`config.mk`:
```
export PLATFORM = sky130hd
export DESIGN_NAME = auto_power_down_manager
export DESIGN_NICKNAME = d
export VERILOG_FILES = /design/src/design/apd_pkg.sv /design/src/design/auto_power_down_manager.sv
export SDC_FILE = /design/constraint.sdc
export NUM_CORES = 1
export LEC_CHECK = 0
export BUFFER_PORTS_ARGS = -buffer_cell sky130_fd_sc_hd__buf_4
export CAP_MARGIN = 20
export CORE_MARGIN = 2
export CORE_UTILIZATION = 40
export DETAILED_ROUTE_END_ITERATION = 6
export GPL_TIMING_DRIVEN = 0
export PLACE_DENSITY = 0.67
export SYNTH_ARGS = -nofsm -noshare
export SYNTH_HDL_FRONTEND = slang
export SYNTH_SLANG_ARGS = --single-unit
```
`constraint.sdc`:
```
create_clock -name ref_clk -period 2.7 [get_ports ref_clk]
set_input_delay 0.405 -clock ref_clk [delete_from_list [all_inputs] [get_ports ref_clk]]
set_output_delay 0.405 -clock ref_clk [all_outputs]
set_load 0.01 [all_outputs]
```
`src/design/apd_pkg.sv`:
```
/*
 Package for the automatic power-down manager: field positions, reset
 values, timing counts and the grouped signal structs.
 Assumes a single 100 MHz clock domain and an async active-high reset.
*/
// How it works
// Idle counter starts when strobe activity stops
// Fifteen idle clocks raise powerdown flag
// Enabling the unit alone enables power-down
// Strobe pulsing again ends power-down
// Chip-select low or reset ends power-down
// Power-down blocks address and data paths
// Power-down deselects all memories internally
// Aux clock always reaches the idle counter
// Power-down leaves logic and ports running
// Ports hold, address undefined, data tri-stated
// Chip-select high disables memories only
// Memories wake on input change, then standby
// Full-speed logic defaults on; bit turns off
// Blocking bits gate signals to both arrays
// Mode register A bit 1 enables unit
// Mode register A bit 3 is full-speed off
// Mode register B bits 2-6 block inputs
// Mode registers clear at power-up only
// Strobe edge clears counter; holds at terminal
// Disabled unit holds counter clear, flag low
package apd_pkg;
   localparam int MODE_W = 8;
   localparam int BIT_APD_EN = 1;
   localparam int BIT_TURBO_OFF = 3;
   localparam int BIT_ARRAY_CLK_OFF = 4;
   localparam int BIT_MCELL_CLK_OFF = 5;
   localparam int BIT_BLK_CTL0 = 2;
   localparam int BIT_BLK_CTL1 = 3;
   localparam int BIT_BLK_CTL2 = 4;
   localparam int BIT_BLK_ALE = 5;
   localparam int BIT_BLK_DBE = 6;
   localparam logic [7:0] MODE_A_RESET = 8'h00;
   localparam logic [7:0] MODE_B_RESET = 8'h00;
   localparam logic [7:0] MODE_A_MASK = 8'h3A;
   localparam logic [7:0] MODE_B_MASK = 8'h7C;
   localparam int IDLE_W = 4;
   localparam logic [3:0] IDLE_TERMINAL = 4'hF;
   localparam logic [3:0] IDLE_ZERO = 4'h0;

   typedef struct packed {
      logic ctl0;
      logic ctl1;
      logic ctl2;
      logic ale;
      logic dbe;
      logic clkArray;
      logic clkMcell;
   } array_in_s;

   typedef struct packed {
      logic flashSel;
      logic sramSel;
      logic ioSel;
      logic busPass;
   } mem_sel_s;
endpackage

```
`src/design/auto_power_down_manager.sv`:
```
/*
 Automatic power-down manager: idle watchdog on the address latch strobe,
 power-down gating of the MCU bus to memories and logic arrays, chip-select
 handling, full-speed control and array input blocking bits.
 Assumes strobe, aux clock, chip-select, byte-enable and control pins arrive asynchronously on ref_clk and are synchronised
 here; the aux clock input is sampled as an ordinary input.
*/
module auto_power_down_manager (
   input wire logic ref_clk,
   input wire logic reset,
   input wire logic powerUp,
   input wire logic addrLatchStrobe,
   input wire logic auxClockInput,
   input wire logic chipSelectN,
   input wire logic byteEnableIn,
   input wire logic [2:0] busCtlIn,
   input wire logic modeAWrite,
   input wire logic modeBWrite,
   input wire logic [7:0] modeWData,
   input wire logic [7:0] portOutLevel,
   input wire logic [7:0] portOutEnIn,
   input wire logic [7:0] dataPortEnIn,
   output logic powerdownFlag,
   output logic [7:0] modeARead,
   output logic [7:0] modeBRead,
   output logic turboOn,
   output apd_pkg::array_in_s arrayIn,
   output apd_pkg::mem_sel_s memSel,
   output logic [7:0] portLevel,
   output logic [7:0] portOutEn,
   output logic [7:0] dataPortEn
);
   // Pin synchronisers: stage 1 feeds stage 2 only
   logic [6:0] syncA_reg;
   logic [6:0] syncB_reg;
   logic [6:0] pinsRaw;
   logic asS, clkS, csnS, dbeS;
   logic [2:0] ctlS;
   logic asPrev_reg, clkPrev_reg;
   logic asEdge, clkRise;

   assign pinsRaw = {addrLatchStrobe, auxClockInput, chipSelectN,
                     byteEnableIn, busCtlIn};

   always_ff @(posedge ref_clk or posedge reset) begin
      if (reset) begin
         syncA_reg <= 7'h00;
         syncB_reg <= 7'h00;
         asPrev_reg <= 1'b0;
         clkPrev_reg <= 1'b0;
      end else begin
         syncA_reg <= pinsRaw;
         syncB_reg <= syncA_reg;
         asPrev_reg <= syncB_reg[6];
         clkPrev_reg <= syncB_reg[5];
      end
   end

   assign asS = syncB_reg[6];
   assign clkS = syncB_reg[5];
   assign csnS = syncB_reg[4];
   assign dbeS = syncB_reg[3];
   assign ctlS = syncB_reg[2:0];
   assign asEdge = asS ^ asPrev_reg;
   // Counter sees the aux clock regardless of array clock blocking
   assign clkRise = clkS & ~clkPrev_reg;

   // Mode registers: cleared only by power-up, not by reset
   logic [7:0] modeA_reg, modeA_next;
   logic [7:0] modeB_reg, modeB_next;

   always_comb begin
      modeA_next = modeA_reg;
      modeB_next = modeB_reg;
      if (modeAWrite) begin
         modeA_next = modeWData & apd_pkg::MODE_A_MASK;
      end
      if (modeBWrite) begin
         modeB_next = modeWData & apd_pkg::MODE_B_MASK;
      end
   end

   always_ff @(posedge ref_clk or posedge powerUp) begin
      if (powerUp) begin
         modeA_reg <= apd_pkg::MODE_A_RESET;
         modeB_reg <= apd_pkg::MODE_B_RESET;
      end else begin
         modeA_reg <= modeA_next;
         modeB_reg <= modeB_next;
      end
   end

   logic apdEnable;
   assign apdEnable = modeA_reg[apd_pkg::BIT_APD_EN];

   // Power state machine
   typedef enum logic [1:0] {
      RUN = 2'b01,
      DOWN = 2'b10
   } pwr_state_e;

   pwr_state_e state_reg, state_next;
   logic [3:0] idle_reg, idle_next;

   always_comb begin
      state_next = state_reg;
      idle_next = idle_reg;
      case (state_reg)
         RUN: begin
            if (!apdEnable || asEdge) begin
               idle_next = apd_pkg::IDLE_ZERO;
            end else if (clkRise) begin
               idle_next = idle_reg + 4'h1;
               if (idle_reg + 4'h1 == apd_pkg::IDLE_TERMINAL) begin
                  state_next = DOWN;
               end
            end
         end
         DOWN: begin
            if (!apdEnable) begin
               state_next = RUN;
               idle_next = apd_pkg::IDLE_ZERO;
            end else if (asEdge || !csnS) begin
               state_next = RUN;
               idle_next = apd_pkg::IDLE_ZERO;
            end else begin
               idle_next = apd_pkg::IDLE_TERMINAL;
            end
         end
         default: begin
            state_next = RUN;
            idle_next = apd_pkg::IDLE_ZERO;
         end
      endcase
   end

   // Reset forces the running state; mode registers survive it
   always_ff @(posedge ref_clk or posedge reset) begin
      if (reset) begin
         state_reg <= RUN;
         idle_reg <= apd_pkg::IDLE_ZERO;
      end else begin
         state_reg <= state_next;
         idle_reg <= idle_next;
      end
   end

   // Next state, not current: outputs then change on the same edge as the
   // state itself, so the flag and the gating never disagree
   logic down;
   assign down = (state_next == DOWN);

   // Pass a pin into the logic arrays unless its blocking bit is set
   function automatic logic gateIn(input logic pin, input logic blockBit);
      gateIn = pin & ~blockBit;
   endfunction

   // A memory is selected only with chip-select low and the part awake
   function automatic logic memEnable(input logic csnLow, input logic dn);
      memEnable = csnLow & ~dn;
   endfunction

   // Array inputs: the logic keeps running in power-down; only the strobe
   // is cut there, since it belongs to the blocked MCU bus path
   apd_pkg::array_in_s arrayIn_next;

   always_comb begin
      arrayIn_next.ctl0 = gateIn(ctlS[0],
         modeB_reg[apd_pkg::BIT_BLK_CTL0]);
      arrayIn_next.ctl1 = gateIn(ctlS[1],
         modeB_reg[apd_pkg::BIT_BLK_CTL1]);
      arrayIn_next.ctl2 = gateIn(ctlS[2],
         modeB_reg[apd_pkg::BIT_BLK_CTL2]);
      arrayIn_next.ale = gateIn(asS,
         modeB_reg[apd_pkg::BIT_BLK_ALE]) & ~down;
      arrayIn_next.dbe = gateIn(dbeS,
         modeB_reg[apd_pkg::BIT_BLK_DBE]);
      arrayIn_next.clkArray = gateIn(clkS,
         modeA_reg[apd_pkg::BIT_ARRAY_CLK_OFF]);
      arrayIn_next.clkMcell = gateIn(clkS,
         modeA_reg[apd_pkg::BIT_MCELL_CLK_OFF]);
   end

   always_ff @(posedge ref_clk or posedge reset) begin
      if (reset) begin
         arrayIn <= '0;
      end else begin
         arrayIn <= arrayIn_next;
      end
   end

   // Memory selects: memories idle in standby on their own, so the select
   // only decides whether bus changes may wake them
   apd_pkg::mem_sel_s memSel_next;

   always_comb begin
      memSel_next.flashSel = memEnable(~csnS, down);
      memSel_next.sramSel = memEnable(~csnS, down);
      memSel_next.ioSel = memEnable(~csnS, down);
      memSel_next.busPass = ~down;
   end

   always_ff @(posedge ref_clk or posedge reset) begin
      if (reset) begin
         memSel <= '0;
      end else begin
         memSel <= memSel_next;
      end
   end

   // Port pins: I/O and logic-output pins keep their levels; address-out
   // is don't-care, so it simply follows; data port lets go
   logic [7:0] portLevel_next;
   logic [7:0] portOutEn_next;
   logic [7:0] dataPortEn_next;

   always_comb begin
      portLevel_next = portOutLevel;
      portOutEn_next = portOutEnIn;
      dataPortEn_next = down ? 8'h00 : dataPortEnIn;
   end

   always_ff @(posedge ref_clk or posedge reset) begin
      if (reset) begin
         portLevel <= 8'h00;
         portOutEn <= 8'h00;
         dataPortEn <= 8'h00;
      end else begin
         portLevel <= portLevel_next;
         portOutEn <= portOutEn_next;
         dataPortEn <= dataPortEn_next;
      end
   end

   // Status: flag, full-speed control and mode readback. Readback shows
   // zero while reset is held although the registers keep their contents
   logic powerdownFlag_next;
   logic turboOn_next;
   logic [7:0] modeARead_next;
   logic [7:0] modeBRead_next;

   always_comb begin
      powerdownFlag_next = down;
      turboOn_next = ~modeA_reg[apd_pkg::BIT_TURBO_OFF];
      modeARead_next = modeA_reg;
      modeBRead_next = modeB_reg;
   end

   always_ff @(posedge ref_clk or posedge reset) begin
      if (reset) begin
         powerdownFlag <= 1'b0;
         turboOn <= 1'b1;
         modeARead <= 8'h00;
         modeBRead <= 8'h00;
      end else begin
         powerdownFlag <= powerdownFlag_next;
         turboOn <= turboOn_next;
         modeARead <= modeARead_next;
         modeBRead <= modeBRead_next;
      end
   end
endmodule

```
==> out/qor.yml <==
post_cts_buffers: 0
place_hpwl_um: 3321
grt_pass1_wl_um: 7831
fp.coreArea_um2: 6277
cts.sink_count: 75
peakVddDrop_uv: 356.0
dieArea_um2: 7049
vias_per_cell: 4.607
cts.htree.levels: 3
antenna_left: 0
synthCells: 168
regToRegEndpoint: "dataPortEn[0]"
final_nets: 321
ys_top_cells_by_count: "dfrtp_1, inv_1, buf_4"
grt_overflow: 0
hold_viol_final: 0
tritoncts: "yes"
synth_seq_cells: 75
grt_usage_pct: 14.27
place_congestion: 0.7809
async_reset_ff_share_pct: 100.0
required_ps: 2950
clk_latency_ps: 330
die_h_um: 83.96
critical_path.endpoint_type: "flop"
io-pin-count: 97
setup_ws_ps: 970.4
placed_area_um2: 3349
design_area_um2: 3518
period_needed_ps: 1730
pre_cts_ws_ps: 998.5
syn_to_final_growth_pct: 37.57
cts_resized: 0
timing.rr.start: "state_reg[0]"
antenna_cells: 0
drt_pass1_iterations: 4
vias: 1631
clock_skew_ps: 9.094
synth.area.top_cells: "dfrtp_1, mux2_2, a41oi_1, buf_4, inv_1"
drc: 0
yosysSeqAreaShare_pct: 73.48
synthDistinctLibCells: 32
final_util_pct: 56.05
synth_top_cell_by_area: "dfrtp_1"
syn_area_per_cell_um2: 15.22
critical_path_class: "reg2reg"
clockBufferDepth: 2
grt_pass1_vias: 1740
fin_crit_sh_pct: 64.06
power_density_nw_per_um2: 657.8
tightestPinTransition_ps: 582.7
io_buffers: 87
synth_top_flop_cell: "dfrtp_1"
startpoint_type: "flop"
totalWireLength_um: 4550
finalMaxSlewViolations: 0
antenna_found_initial: 0
die_w_um: 83.96
synth_most_common_cell: "dfrtp_1"
grt_max_degree: 40
final_cells: 354
drtIter0Drc: 79
ys_warn_count: 0
avgRoutedWirePerCell_um: 12.85
outcome: "completed"
drive_gt1_share_pct: 48.38
cts-buffers-inserted: 9
r2r_slack_ps: 970
slew_headroom_pct: 61.10
synth_top_area_share_pct: 71.43
clk_pin_slew_ps: 70
max_freq_mhz: 578.2
dp.cells: 339
worstHoldPathType: "in2async"
crit_fanout: 10
syn-cell-area_um2: 2557
setup-violations-final: 0
reg_top3: "dataPortEn x8, portLevel x8, portOutEn x8"
maxCapViolCount: 0
arrival_ps: 1980
rsz0062_at_grt: "no"
worstRegToRegCells: 7
cts_root_buf: "clkbuf_8"
cts_hold_buf: 0
start_util_pct: 40.74
synth_edf_count: 0
rows: 29
p_leak_nw: 1.767
power breakdown:
group	total [mW]	internal [mW]	switching (mW)	leakage [nW]
clock network	0.728	0.352	0.376	0.0774
registers	1.24	1.20	0.0370	0.892
logic	0.348	0.171	0.178	0.798
cells by family (layout without fill, tap and decap cells):
kind of cell,Yosys count,after routing,share of synthesized area [%]
simple gates,25,25,6.067
mux,8,8,3.523
other cells,1,7,0.1466
flops,75,75,73.48
xor+xnor,3,3,1.321
compound gates,24,24,7.437
fa+ha+maj,4,4,1.957
buf+inv,28,131,6.066
worst max-delay path: stages, from the launching register on:
cell     delay, ps
dfstp_2        550
inv_1           60
ha_1           210
and3_1         190
a31oi_1        170
nor2_1          90
buf_2          190
a41oi_1        180
metrics by stage:
step | total power, mW | hold WS [ps] | TNS (ps)
4_1_cts | 2.352 | 35.71 | 0
2_1_floorplan | 1.445 | 232.9 | 0
6_report | 2.315 | 48.26 | 0
5_1_grt | 2.447 | 50.88 | 0
3_3_place_gp | 1.601 | 332.1 | -3366
3_5_place_dp | 1.612 | 340.5 | 0
area by class of cell:
cell class	instances	area, um^2
inverters	15	56.30
well taps	77	96.34
fillers	544	2759
clock inverters	4	27.53
flip-flops and latches	75	1879
multi-input cells	71	545.5
clock buffers	11	141.4
repair buffers	88	673.1
plain buffers	13	98.84
metal layers:
metal | track usage (%) | share of wire, % | vias to the layer above
met1 | 15.97 | 39 | 801
met3 | 6.924 | 9.3 | 8
met4 | 6.158 | 1.6 | 0
met5 | 0 | 0 | -
li1 | - | - | 760
met2 | 23.20 | 51 | 62
how the worst max path moves through the flow:
stage / from / to / slack (ps) / cells after the start
2_1_floorplan: reset / arrayIn[0] / 640 / 1
3_5_place_dp: state_reg[0] / dataPortEn[6] / 1000 / 7
4_1_cts: state_reg[0] / dataPortEn[6] / 970 / 7
6_report: state_reg[0] / dataPortEn[0] / 970 / 7
3_3_place_gp: reset / modeARead[3] / -50 / 2
5_1_grt: idle_reg[0] / dataPortEn[6] / 830 / 6
cell usage in the layout, fill, tap and decap left out, drive strengths merged, types with 2 or more instances in the layout:
cell type,Yosys,final
a22o,3,3
a41oi,10,10
buf,13,101
clkbuf,0,11
clkinvlp,0,3
conb,1,7
dfrtp,73,73
dfstp,2,2
ha,4,4
inv,15,15
mux2,8,8
nand2,5,5
nand3,2,2
nand4,2,2
nor2,2,2
nor2b,7,7
o21ai,6,6
xor2,2,2
No activity file was read; power rests on OpenSTA's default activity.
